**config.mk**
```make
export PLATFORM = sky130hd
export DESIGN_NAME = global_config_register_bank
export DESIGN_NICKNAME = d
export VERILOG_FILES = /design/src/global_config_pkg.sv /design/src/global_config_register_bank.sv
export SDC_FILE = /design/constraint.sdc
export NUM_CORES = 1
export LEC_CHECK = 0
export ABC_AREA = 1
export BUFFER_PORTS_ARGS = -buffer_cell sky130_fd_sc_hd__buf_2
export CORE_UTILIZATION = 40
export CTS_BUF_LIST = sky130_fd_sc_hd__clkbuf_8
export DETAILED_ROUTE_END_ITERATION = 12
export GPL_ROUTABILITY_DRIVEN = 0
export GPL_TIMING_DRIVEN = 0
export PLACE_DENSITY = 0.71
export SETUP_SLACK_MARGIN = 0.02
export SYNTH_ARGS = -nofsm -noshare
export SYNTH_HDL_FRONTEND = slang
export SYNTH_SLANG_ARGS = --single-unit
export TNS_END_PERCENT = 1
```
**constraint.sdc**
```tcl
create_clock -name clk -period 2.1 [get_ports clk]
set_clock_uncertainty 0.05 [all_clocks]
set_input_delay 0.105 -clock clk [delete_from_list [all_inputs] [get_ports clk]]
set_output_delay 0.105 -clock clk [all_outputs]
set_load 0.1 [all_outputs]
```
**src/global_config_pkg.sv**
```systemverilog
/*
 global configuration register bank: index map, field positions, masks,
 reset values and strap defaults. assumes 8-bit index and data ports.
*/
package global_config_pkg;
   // ==========================================================
   // index map
   localparam logic [7:0] IDX_CONFIG_CONTROL = 8'h02;
   localparam logic [7:0] IDX_LOGICAL_DEVICE_SELECT = 8'h07;
   localparam logic [7:0] IDX_DEVICE_IDENTIFICATION = 8'h20;
   localparam logic [7:0] IDX_DEVICE_REVISION = 8'h21;
   localparam logic [7:0] IDX_FUNCTION_POWER_CONTROL = 8'h22;
   localparam logic [7:0] IDX_RESERVED_SCRATCH = 8'h23;
   localparam logic [7:0] IDX_CLOCK_SOURCE_CONTROL = 8'h24;
   localparam logic [7:0] IDX_CONFIG_PORT_ADDR_LOW = 8'h26;
   localparam logic [7:0] IDX_CONFIG_PORT_ADDR_HIGH = 8'h27;
   localparam logic [7:0] IDX_RESERVED_ZERO = 8'h28;
   localparam logic [7:0] IDX_GLOBAL_LAST = 8'h2F;
   localparam logic [7:0] IDX_ACTIVATE = 8'h30;
   // ==========================================================
   // fields
   localparam int SOFT_RESET_BIT = 0;
   localparam int PWR_FLOPPY_BIT = 0;
   localparam int PWR_PARALLEL_BIT = 3;
   localparam int PWR_SERIAL1_BIT = 4;
   localparam int PWR_SERIAL2_BIT = 5;
   localparam int PLL_OFF_BIT = 1;
   localparam int CLK_STATE_LSB = 2;
   localparam int ADDR_QUAL16_BIT = 6;
   localparam int ACTIVATE_BIT = 0;
   localparam logic [1:0] CLK_STATE_STOP = 2'h3;
   localparam logic [7:0] FUNCTION_POWER_MASK = 8'h39;
   localparam logic [7:0] CLOCK_SOURCE_MASK = 8'h4E;
   localparam logic [7:0] ADDR_LOW_MASK = 8'hFE;
   localparam int QUAL12_WIDTH = 12;
   localparam int LDEV_COUNT = 16;
   localparam int LDEV_SEL_WIDTH = 4;
   // ==========================================================
   // reset values
   localparam logic [7:0] RST_ZERO = 8'h00;
   localparam logic [7:0] RST_CLOCK_SOURCE_CONTROL = 8'h44;
   localparam logic [15:0] RST_CONFIG_PORT_ADDR = 16'h0000;
   localparam logic [15:0] STRAP_ADDR_00 = 16'h162E;
   localparam logic [15:0] STRAP_ADDR_01 = 16'h164E;
   localparam logic [15:0] STRAP_ADDR_10 = 16'h002E;
   localparam logic [15:0] STRAP_ADDR_11 = 16'h004E;
   localparam logic [7:0] DEVICE_REVISION_VALUE = 8'h01;
   localparam logic [1:0] INIT_DONE_COUNT = 2'h3;
endpackage : global_config_pkg

```
**src/global_config_register_bank.sv**
```systemverilog
/*
 global configuration register bank reached by an index port and a data
 port at a relocatable I/O address. assumes io_* strobes are one-cycle
 pulses on clk from the host bus decoder; reset pins and straps are async.
*/
`timescale 1ns/1ps
module global_config_register_bank
   import global_config_pkg::*;
#(
   // arbitrary value, not tied to any real part
   parameter logic [7:0] DEVICE_IDENTIFICATION_VALUE = 8'hA5
)
(
   input wire logic clk,
   input wire logic rst_b,
   input wire logic bus_reset_b,
   input wire logic main_por_b,
   input wire logic [1:0] strap_option_pair,
   input wire logic config_mode,
   input wire logic [15:0] io_addr,
   input wire logic [7:0] io_wdata,
   input wire logic io_wr,
   input wire logic io_rd,
   output logic [7:0] io_rdata,
   output logic io_rvalid,
   output logic soft_reset_pulse,
   output logic [7:0] logical_device_sel,
   output logic [LDEV_COUNT-1:0] device_active,
   output logic floppy_controller_power,
   output logic parallel_power,
   output logic serial1_power,
   output logic serial2_power,
   output logic pll_off,
   output logic osc_stop,
   output logic baud_clock_generator_en,
   output logic addr_qual_16,
   output logic [15:0] config_port_addr
);
   // ==========================================================
   // decode helpers
   function automatic logic port_match(input logic [15:0] a, input logic [15:0] base,
                                       input logic q16);
      // 12-bit compare is the legacy mode; upper nibble is then don't care
      if (q16)
         port_match = (a == base);
      else
         port_match = (a[QUAL12_WIDTH-1:0] == base[QUAL12_WIDTH-1:0]);
   endfunction : port_match

   function automatic logic [15:0] strap_default(input logic [1:0] s);
      case (s)
         2'h0: strap_default = STRAP_ADDR_00;
         2'h1: strap_default = STRAP_ADDR_01;
         2'h2: strap_default = STRAP_ADDR_10;
         default: strap_default = STRAP_ADDR_11;
      endcase
   endfunction : strap_default

   // ==========================================================
   // synchronisers and hard reset
   logic bus_s1_reg, bus_s2_reg, por_s1_reg, por_s2_reg;
   logic [1:0] strap_s1_reg, strap_s2_reg;
   logic [1:0] init_cnt_reg;
   logic hard_rst;

   always_ff @(posedge clk or negedge rst_b)
   begin
      if (!rst_b)
      begin
         bus_s1_reg <= 1'b0;
         bus_s2_reg <= 1'b0;
         por_s1_reg <= 1'b0;
         por_s2_reg <= 1'b0;
         strap_s1_reg <= 2'h0;
         strap_s2_reg <= 2'h0;
      end
      else
      begin
         bus_s1_reg <= bus_reset_b;
         bus_s2_reg <= bus_s1_reg;
         por_s1_reg <= main_por_b;
         por_s2_reg <= por_s1_reg;
         strap_s1_reg <= strap_option_pair;
         strap_s2_reg <= strap_s1_reg;
      end
   end

   // hold hard reset until the strap synchroniser has settled
   always_ff @(posedge clk or negedge rst_b)
   begin
      if (!rst_b)
         init_cnt_reg <= 2'h0;
      else if (init_cnt_reg != INIT_DONE_COUNT)
         init_cnt_reg <= init_cnt_reg + 2'h1;
   end

   assign hard_rst = !bus_s2_reg || !por_s2_reg || (init_cnt_reg != INIT_DONE_COUNT);

   // ==========================================================
   // port decode
   logic [7:0] index_reg;
   logic [7:0] addr_low_reg;
   logic [7:0] power_reg, scratch_reg, osc_reg, ldev_reg;
   logic [LDEV_COUNT-1:0] active_reg;
   logic soft_reg;
   logic idx_hit, dat_hit, idx_wr, dat_wr;

   // index at base, data at the next byte
   assign idx_hit = config_mode && port_match(io_addr, config_port_addr, addr_qual_16);
   assign dat_hit = config_mode &&
      port_match(io_addr, {config_port_addr[15:1], 1'b1}, addr_qual_16);
   assign idx_wr = io_wr && idx_hit;
   assign dat_wr = io_wr && dat_hit;

   always_ff @(posedge clk or negedge rst_b)
   begin
      if (!rst_b)
         index_reg <= RST_ZERO;
      else if (hard_rst)
         index_reg <= RST_ZERO;
      else if (idx_wr)
         index_reg <= io_wdata;
   end

   // ==========================================================
   // soft reset
   always_ff @(posedge clk or negedge rst_b)
   begin
      if (!rst_b)
         soft_reg <= 1'b0;
      else if (hard_rst)
         soft_reg <= 1'b0;
      else
         soft_reg <= dat_wr && (index_reg == IDX_CONFIG_CONTROL) && io_wdata[SOFT_RESET_BIT];
   end
   assign soft_reset_pulse = soft_reg;

   // ==========================================================
   // soft-resettable registers
   always_ff @(posedge clk or negedge rst_b)
   begin
      if (!rst_b)
      begin
         ldev_reg <= RST_ZERO;
         power_reg <= RST_ZERO;
      end
      // device select cleared on every reset
      else if (hard_rst || soft_reg)
      begin
         ldev_reg <= RST_ZERO;
         power_reg <= RST_ZERO;
      end
      // data write routed by the held index
      else if (dat_wr)
      begin
         if (index_reg == IDX_LOGICAL_DEVICE_SELECT)
            ldev_reg <= io_wdata;
         // only the four enables are stored
         if (index_reg == IDX_FUNCTION_POWER_CONTROL)
            power_reg <= io_wdata & FUNCTION_POWER_MASK;
      end
   end

   genvar g;
   generate
      for (g = 0; g < LDEV_COUNT; g++)
      begin : g_act
         always_ff @(posedge clk or negedge rst_b)
         begin
            if (!rst_b)
               active_reg[g] <= 1'b0;
            else if (hard_rst || soft_reg)
               active_reg[g] <= 1'b0;
            else if (dat_wr && index_reg == IDX_ACTIVATE && ldev_reg == 8'(g))
               active_reg[g] <= io_wdata[ACTIVATE_BIT];
         end
      end
   endgenerate

   // ==========================================================
   // hard-reset-only registers
   always_ff @(posedge clk or negedge rst_b)
   begin
      if (!rst_b)
      begin
         scratch_reg <= RST_ZERO;
         osc_reg <= RST_CLOCK_SOURCE_CONTROL;
      end
      // oscillator default on hard resets, soft reset ignored
      else if (hard_rst)
      begin
         scratch_reg <= RST_ZERO;
         osc_reg <= RST_CLOCK_SOURCE_CONTROL;
      end
      else if (dat_wr)
      begin
         if (index_reg == IDX_RESERVED_SCRATCH)
            scratch_reg <= io_wdata;
         if (index_reg == IDX_CLOCK_SOURCE_CONTROL)
            osc_reg <= io_wdata & CLOCK_SOURCE_MASK;
      end
   end

   // ==========================================================
   // configuration port address
   logic [15:0] port_reg;
   always_ff @(posedge clk or negedge rst_b)
   begin
      if (!rst_b)
      begin
         port_reg <= RST_CONFIG_PORT_ADDR;
         addr_low_reg <= RST_ZERO;
      end
      // strap default returns only on hard_rst: bus reset, main-supply reset, or the init count after rst_b
      else if (hard_rst)
      begin
         port_reg <= strap_default(strap_s2_reg);
         addr_low_reg <= 8'(strap_default(strap_s2_reg)) & ADDR_LOW_MASK;
      end
      else if (dat_wr)
      begin
         // low byte staged, bit 0 forced zero
         if (index_reg == IDX_CONFIG_PORT_ADDR_LOW)
            addr_low_reg <= io_wdata & ADDR_LOW_MASK;
         // port moves on the high byte write
         if (index_reg == IDX_CONFIG_PORT_ADDR_HIGH)
            port_reg <= {io_wdata, addr_low_reg};
      end
   end
   assign config_port_addr = port_reg;

   // ==========================================================
   // read path
   function automatic logic [7:0] read_mux(input logic [7:0] idx);
      case (idx)
         IDX_LOGICAL_DEVICE_SELECT: read_mux = ldev_reg;
         IDX_DEVICE_IDENTIFICATION: read_mux = DEVICE_IDENTIFICATION_VALUE;
         IDX_DEVICE_REVISION: read_mux = DEVICE_REVISION_VALUE;
         IDX_FUNCTION_POWER_CONTROL: read_mux = power_reg;
         IDX_RESERVED_SCRATCH: read_mux = scratch_reg;
         IDX_CLOCK_SOURCE_CONTROL: read_mux = osc_reg;
         IDX_CONFIG_PORT_ADDR_LOW: read_mux = addr_low_reg;
         IDX_CONFIG_PORT_ADDR_HIGH: read_mux = port_reg[15:8];
         IDX_ACTIVATE: read_mux = {7'h00, active_reg[ldev_reg[LDEV_SEL_WIDTH-1:0]]
            & (ldev_reg < 8'(LDEV_COUNT))};
         // write-only, reserved-zero and unused indexes read zero
         default: read_mux = RST_ZERO;
      endcase
   endfunction : read_mux

   logic [7:0] rdata_reg;
   logic rvalid_reg;
   always_ff @(posedge clk or negedge rst_b)
   begin
      if (!rst_b)
      begin
         rdata_reg <= RST_ZERO;
         rvalid_reg <= 1'b0;
      end
      else
      begin
         rvalid_reg <= io_rd && (idx_hit || dat_hit);
         if (io_rd && idx_hit)
            rdata_reg <= index_reg;
         // data read routed by the held index
         else if (io_rd && dat_hit)
            rdata_reg <= read_mux(index_reg);
         else
            rdata_reg <= RST_ZERO;
      end
   end
   assign io_rdata = rdata_reg;
   assign io_rvalid = rvalid_reg;

   // ==========================================================
   // outputs; decoded bits are registered so every pin except baud_clock_generator_en, an inverted stop_reg, leaves a flop
   logic stop_reg, pll_reg, q16_reg;
   always_ff @(posedge clk or negedge rst_b)
   begin
      if (!rst_b)
      begin
         stop_reg <= 1'b0;
         pll_reg <= 1'b0;
         q16_reg <= RST_CLOCK_SOURCE_CONTROL[ADDR_QUAL16_BIT];
      end
      else
      begin
         // 11 stops oscillator and baud clock
         stop_reg <= (osc_reg[CLK_STATE_LSB+1:CLK_STATE_LSB] == CLK_STATE_STOP);
         pll_reg <= osc_reg[PLL_OFF_BIT];
         q16_reg <= osc_reg[ADDR_QUAL16_BIT];
      end
   end
   assign osc_stop = stop_reg;
   assign baud_clock_generator_en = !stop_reg;
   assign pll_off = pll_reg;
   assign addr_qual_16 = q16_reg;
   assign logical_device_sel = ldev_reg;
   assign device_active = active_reg;
   assign floppy_controller_power = power_reg[PWR_FLOPPY_BIT];
   assign parallel_power = power_reg[PWR_PARALLEL_BIT];
   assign serial1_power = power_reg[PWR_SERIAL1_BIT];
   assign serial2_power = power_reg[PWR_SERIAL2_BIT];

   // ==========================================================
   // checks
   a_soft_one_cycle:
   assert property (@(posedge clk) disable iff (!rst_b) soft_reg |=> !soft_reg)
      else $error("soft reset pulse longer than one cycle");

   a_soft_clears_ldev:
   assert property (@(posedge clk) disable iff (!rst_b)
      soft_reg && !hard_rst |=> ldev_reg == RST_ZERO && active_reg == '0)
      else $error("soft reset left device select or activate set");

   a_read_latency:
   assert property (@(posedge clk) disable iff (!rst_b)
      io_rd && dat_hit && index_reg == IDX_DEVICE_IDENTIFICATION && !hard_rst
      |=> io_rvalid && io_rdata == DEVICE_IDENTIFICATION_VALUE)
      else $error("identification read wrong or late");

   a_port_even:
   assert property (@(posedge clk) disable iff (!rst_b) !port_reg[0] && !addr_low_reg[0])
      else $error("configuration address odd");

   a_osc_stop_follow:
   assert property (@(posedge clk) disable iff (!rst_b)
      ##1 osc_stop == ($past(osc_reg[3:2]) == CLK_STATE_STOP))
      else $error("oscillator stop does not follow clock state");

   a_mode_gate:
   assert property (@(posedge clk) disable iff (!rst_b)
      !config_mode && !hard_rst && !soft_reg |=> $stable(power_reg) && $stable(index_reg))
      else $error("register changed outside configuration mode");

   a_relocate_now:
   assert property (@(posedge clk) disable iff (!rst_b)
      dat_wr && !hard_rst && index_reg == IDX_CONFIG_PORT_ADDR_HIGH
      |=> port_reg == {$past(io_wdata), $past(addr_low_reg)})
      else $error("port did not move on high byte write");

   a_osc_soft_keep:
   assert property (@(posedge clk) disable iff (!rst_b)
      soft_reg && !hard_rst && !dat_wr |=> $stable(osc_reg) && $stable(port_reg))
      else $error("soft reset changed oscillator or port address");

   a_unused_zero:
   assert property (@(posedge clk) disable iff (!rst_b)
      io_rd && dat_hit && !idx_hit && index_reg == IDX_RESERVED_ZERO |=> io_rdata == RST_ZERO)
      else $error("reserved index read nonzero");
endmodule : global_config_register_bank

```
Word level (Yosys, flattened, before mapping) --
Index checks and enable logic that the tools add are counted.
Cells by class: add/subtract/negate cells 1, multipliers 0, div/mod/pow operators 0, order comparisons 2, equal/unequal tests 33, shift-type cells 0, muxes and demuxes 61, bitwise logic cells 1, reductions and logical operators 66
Operators by type and width (number):
- 2-to-1 mux 8 bit | 19
- case mux 8 bit (9 select lines) | 1
- == test 8 x 4 -> 1 bit, second input constant | 8
- == test 8 x 6 -> 1 bit, second input constant | 8
- nonzero test 2 bit | 25
- 2-to-1 mux 16 bit | 3
- == test 8 x 3 -> 1 bit, second input constant | 5
- case mux 13 bit (3 select lines) | 1
- 2-to-1 mux 1 bit | 36
- == test 16 bit | 2
- logical AND 1 bit | 26
- == test 12 bit | 2
- == test 8 x 2 -> 1 bit, second input constant | 3
- AND reduction 2 bit | 6
- == test 8 x 1 -> 1 bit, second input constant | 1
- zero test 8 bit | 1
- < comparator 8 x 5 -> 1 bit, second input constant | 1
- < comparator 4 x 5 -> 1 bit, second input constant | 1
- binary-select mux 1 bit (select 4 bit) | 1
- == test 2 bit, second input constant | 2
- logical OR 1 bit | 4
- zero test 1 bit | 3
- adder 2 x 1 -> 2 bit, second input constant | 1
- == test 2 x 1 -> 1 bit, second input constant | 1
- 3 further kinds | 3
Word-level totals: register bits 103, latch bits 0, RAM bits 0, memory bits (read-only) 0, input bits 33, output and inout port bits 58, logic and storage cells 200, memories 0

Depth between registers and ports, before layout --
depth after elaboration 8, mapped depth 14, gate-level depth less buffers 12

Worst setup path before layout --
OpenSTA, ideal clock, no wires.
path kind reg-to-reg, start register port_reg[12], in the netlist config_port_addr[12], end register active_reg[0], in the netlist device_active[0], library setup time 0.113 ns, data arrival time 2.108 ns, data required time 1.937 ns, setup slack -0.171 ns, stages on the path, launching flop included 14, path buffers 2, clock period less this slack 2.271 ns, cell sequence dfrtp_1 -> inv_1 -> nand2_1 -> nand2_1 -> nor2_1 -> nand2_1 -> nand2_2 -> nand3_2 -> nor2_4 -> buf_6 -> buf_4 -> nand4_1 -> nand2_1 -> inv_1
On the way: cells in the longest elaborated chain, start to end 7
RTL lines:
- from (decl) | line global_config_register_bank.sv:206 | logic [15:0] port_reg;
- from (signal assigned) | line global_config_register_bank.sv:217 | port_reg <= strap_default(strap_s2_reg);
- from (signal assigned) | line global_config_register_bank.sv:227 | port_reg <= {io_wdata, addr_low_reg};
- == test 16 bit | line global_config_register_bank.sv:45 | port_match = (a == base);
- 2-to-1 mux 1 bit | line global_config_register_bank.sv:44 | if (q16)
- logical AND 1 bit | line global_config_register_bank.sv:110 | assign dat_hit = config_mode &&
- logical AND 1 bit | line global_config_register_bank.sv:113 | assign dat_wr = io_wr && dat_hit;
- logical AND 1 bit (2 in a row) | line global_config_register_bank.sv:174 | else if (dat_wr && index_reg == IDX_ACTIVATE && ldev_reg == 8'(g))
- nonzero test 2 bit (no line)
- to (signal, indexed assignment) | line global_config_register_bank.sv:175 | active_reg[g] <= io_wdata[ACTIVATE_BIT];
- to (decl) | line global_config_register_bank.sv:104 | logic [LDEV_COUNT-1:0] active_reg;
No other way between the ends. A chain may end at the register's enable or synchronous reset.

Worst setup path in the final report --
start register port_reg[2], in the netlist config_port_addr[2], end register addr_low_reg[7]
On the way: cells in the longest elaborated chain, start to end 6, elaborated cells between the ends (all ways) 7, classes of those cells eq/ne: 2; mux: 1; reduce/logical: 4
RTL lines:
- == test 16 bit or == test 12 bit (tied branches) | line global_config_register_bank.sv:45, global_config_register_bank.sv:47
- 2-to-1 mux 1 bit (*) | line global_config_register_bank.sv:44
- logical AND 1 bit (*) | line global_config_register_bank.sv:110
- logical AND 1 bit (*) | line global_config_register_bank.sv:113
- nonzero test 2 bit (no line) (*)
- AND reduction 2 bit (no line) (*)
- to (signal assigned) | line global_config_register_bank.sv:218 | addr_low_reg <= 8'(strap_default(strap_s2_reg)) & ADDR_LOW_MASK;
- to (signal assigned) | line global_config_register_bank.sv:224 | addr_low_reg <= io_wdata & ADDR_LOW_MASK;
- to (decl) | line global_config_register_bank.sv:102 | logic [7:0] addr_low_reg;
Every way passes the cells marked *; elsewhere a longest branch is shown, timed or not.

==> results.yml <==
layout:
  seqCellArea_sq_um: 2350
  fin_util: 0.508
  fillers: 1212
  drive_above_1_share: 0.215
  areaGrowthSynthToFinish_pct: 23.7
  final_cell_mix: "216 x nand2_1, 97 x inv_1, 95 x buf_2"
  diodes: 0
  largest_reg_flops: 16
  multiInputGateArea_sq_um: 2190
  final_net_count: 847
  final_common_cell: "nand2_1"
setup_path:
  slowest_stage: "dfrtp_2"
  worstSetupEndpoint: "addr_low_reg[7]"
  reg2regPathDepth: 12
  path_delay_family: "simple AND/OR/NAND/NOR gates"
  cp-end-kind: "flop"
  reg2reg_slack_ns: 0.11
  cp_common_cell: "nand2_1"
  setup.worst_path.class: "flop to flop"
  cp.arrival_ns: 2.20
  cp.depth: 12
  crit_chain: "nand2_1 > nand2_1 > nor2_4 > nand2_1 > nor2_2 > nand3_2 > nor2_4 > buf_8 > buf_12 > nand2_1 > nand3_1 > o21ai_0"
  reg2reg_from: "config_port_addr[2]"
  reg2reg_to: "addr_low_reg[7]"
  crit_path_start_kind: "flop"
  required_ns: 2.31
  startpoint: "config_port_addr[2]"
  cp_num_buf_inv: 2
  slowest_delay_ns: 0.43
  crit_fanout: 6
floorplanning:
  rows: 40
  die_y_microns: 113
  start_util: 0.411
  ios: 91
  dieWidth_microns: 113
  dieArea_sq_um: 12800
  core_area_sq_um: 12100
logic_synthesis:
  synth_nets: 729
  synth.distinct_cells: 37
  synth_cells: 695
  ys_ff_latch: 93
  syn_area_per_cell_sq_um: 7.13
  synth_top_area_share: 0.455
  synth_area_leader_cell: "dfrtp_1"
  yosysWarnings: 0
  syn-cell-area_sq_um: 4950
  ys_seq_area_frac: 0.470
  synth_area_leaders: "dfrtp_1 45%, nand2_1 17%, nand3_1 7.6%, inv_1 7.3%, nor2_1 5.8%"
timing:
  timing.hold.ws_ns: 0.0268
  rsz0062_at_grt: "yes"
  slew_viol_final: 0
  finalCriticalPeriod_ns: 1.99
  hold_viol: 0
  setup_violations: 0
  setup_ws_ns: 0.106
  period_share: 0.950
  max_freq_ghz: 0.501
drt:
  vias: 4934
  antenna_left: 0
  wl_per_cell_microns: 14.4
  drtIter0Drc: 479
  totalWireLength_mm: 14.2
  viasPerCell: 5.00
  dr.pass1.iters: 5
  drc: 0
clock_network:
  clk_latency_ns: 0.37
  cts_sinks: 93
  clk_pin_slew_ns: 0.09
  clockRootBuffer: "clkbuf_8"
  tritoncts: "done"
  cts_buffer_depth: 2
  cts-htree-levels: 3
  cts_buffers: 9
pwr:
  p_seq_frac: 0.520
  combinationalPowerShare: 0.120
  p_leak_nw: 3.27
  p_int_mw: 2.60
  clockPowerShare: 0.360
  irDropWorstVdd_mv: 0.405
  power_switching_uw: 982
  p_per_area_nw_per_um2: 584
  power.total_mw: 3.58
  switching_share: 0.274
grt:
  globalRoute.totalOverflow: 0
  grt_max_degree: 60
  grt_pass1_vias: 4460
  track_usage: 0.229
  antenna_found_initial: 0
  grt_first_pass_wirelength_mm: 22.6
place:
  portBuffers: 89
  dp_hpwl_mm: 10.7
  dp_slack_ns: -0.104
run:
  drv_cap: 0
min_path:
  min_from: "io_wdata[2]"
  hp-class: "primary input to flop"
run_status:
  status: "finished clean"
[what timing repair did]
action	CTS	global route
pin swaps	2	2
hold buffers	10	0
hold endpoints to repair	49	0
gates cloned	0	0
setup buffers	3	4
resized for setup	2	25
setup endpoints to repair	21	64
[through the flow]
stage	setup TNS [ns]	instances	instance area, sq um
final	0	986	6130
after global routing	-0.000420	986	6130
after CTS	0	982	6000
after detailed placement	-0.523	953	5660
after global placement	-5.23	952	5630
after floorplan	0	695	4970
[worst min-delay path by stage]
stage / cells after the start / to
6_report: 3 / logical_device_sel[2]
5_1_grt: 3 / logical_device_sel[7]
4_1_cts: 3 / logical_device_sel[2]
3_5_place_dp: 1 / device_active[15]
3_3_place_gp: 1 / strap_s1_reg[0]
2_1_floorplan: 0 / addr_low_reg[1]
[tightest hold or removal path, delay by kind of cell]
family	cells	cell delay (ns)
AOI/OAI and AO/OA	1	0.15
buffers and inverters	2	0.14
[synthesized netlist by cell type]
library cell	n
nand2_1	221
inv_1	96
dfrtp_1	90
nor2_1	76
nand3_1	75
o21ai_0	48
nand4_1	15
buf_2	8
a21oi_1	6
clkbuf_1	6
nor3_1	6
inv_2	5
o21ai_1	5
dfstp_2	3
nand2_2	3
nor2_4	3
or2_2	3
buf_1	2
buf_4	2
buf_6	2
nand3_2	2
nor3b_1	2
o22ai_1	2
a211oi_1	1
a22oi_1	1
and2_1	1
clkinv_1	1
conb_1	1
ha_1	1
mux2_2	1
nand3b_1	1
nor2_2	1
nor3_2	1
o211ai_1	1
o21bai_1	1
o221ai_1	1
xnor2_1	1
[cell families (layout without fill, tap and decap cells)]
| kind of cell | Yosys count | after routing | synth area share |
|---|---|---|---|
| buf+inv | 122 | 245 | 0.0990 |
| other cells | 1 | 1 | 0.000757 |
| compound gates | 66 | 66 | 0.0700 |
| xor+xnor | 1 | 1 | 0.00177 |
| mux | 1 | 1 | 0.00227 |
| simple gates | 410 | 410 | 0.353 |
| fa+ha+maj | 1 | 1 | 0.00252 |
| flops | 93 | 93 | 0.470 |
[final cells by class]
| cell class | count | share of cell area |
|---|---|---|
| Sequential cell | 93 | 0.383 |
| Multi-Input combinational cell | 480 | 0.358 |
| Buffer | 20 | 0.0196 |
| Inverter | 102 | 0.0625 |
| Timing Repair Buffer | 107 | 0.109 |
| Clock buffer | 9 | 0.0202 |
| Clock inverter | 7 | 0.0139 |
| Tap cell | 168 | 0.0343 |
[metal layers]
metal	global-route usage	vias to the layer above	share of wire
met2	0.361	201	0.46
met1	0.319	2300	0.44
met5	0	-	0
met4	0.0737	0	0.017
li1	-	2412	-
met3	0.0439	21	0.078
[power groups by stage]
stage | clock, mW | combinational, mW | sequential (mW)
global placement | 0 | 0.390 | 1.90
floorplan | 0 | 0.153 | 1.99
finish | 1.29 | 0.430 | 1.86
CTS | 1.33 | 0.420 | 1.86
global route | 1.38 | 0.470 | 1.87
detailed placement | 0 | 0.401 | 1.90
Note: power is estimated with default switching activity, not from simulation.
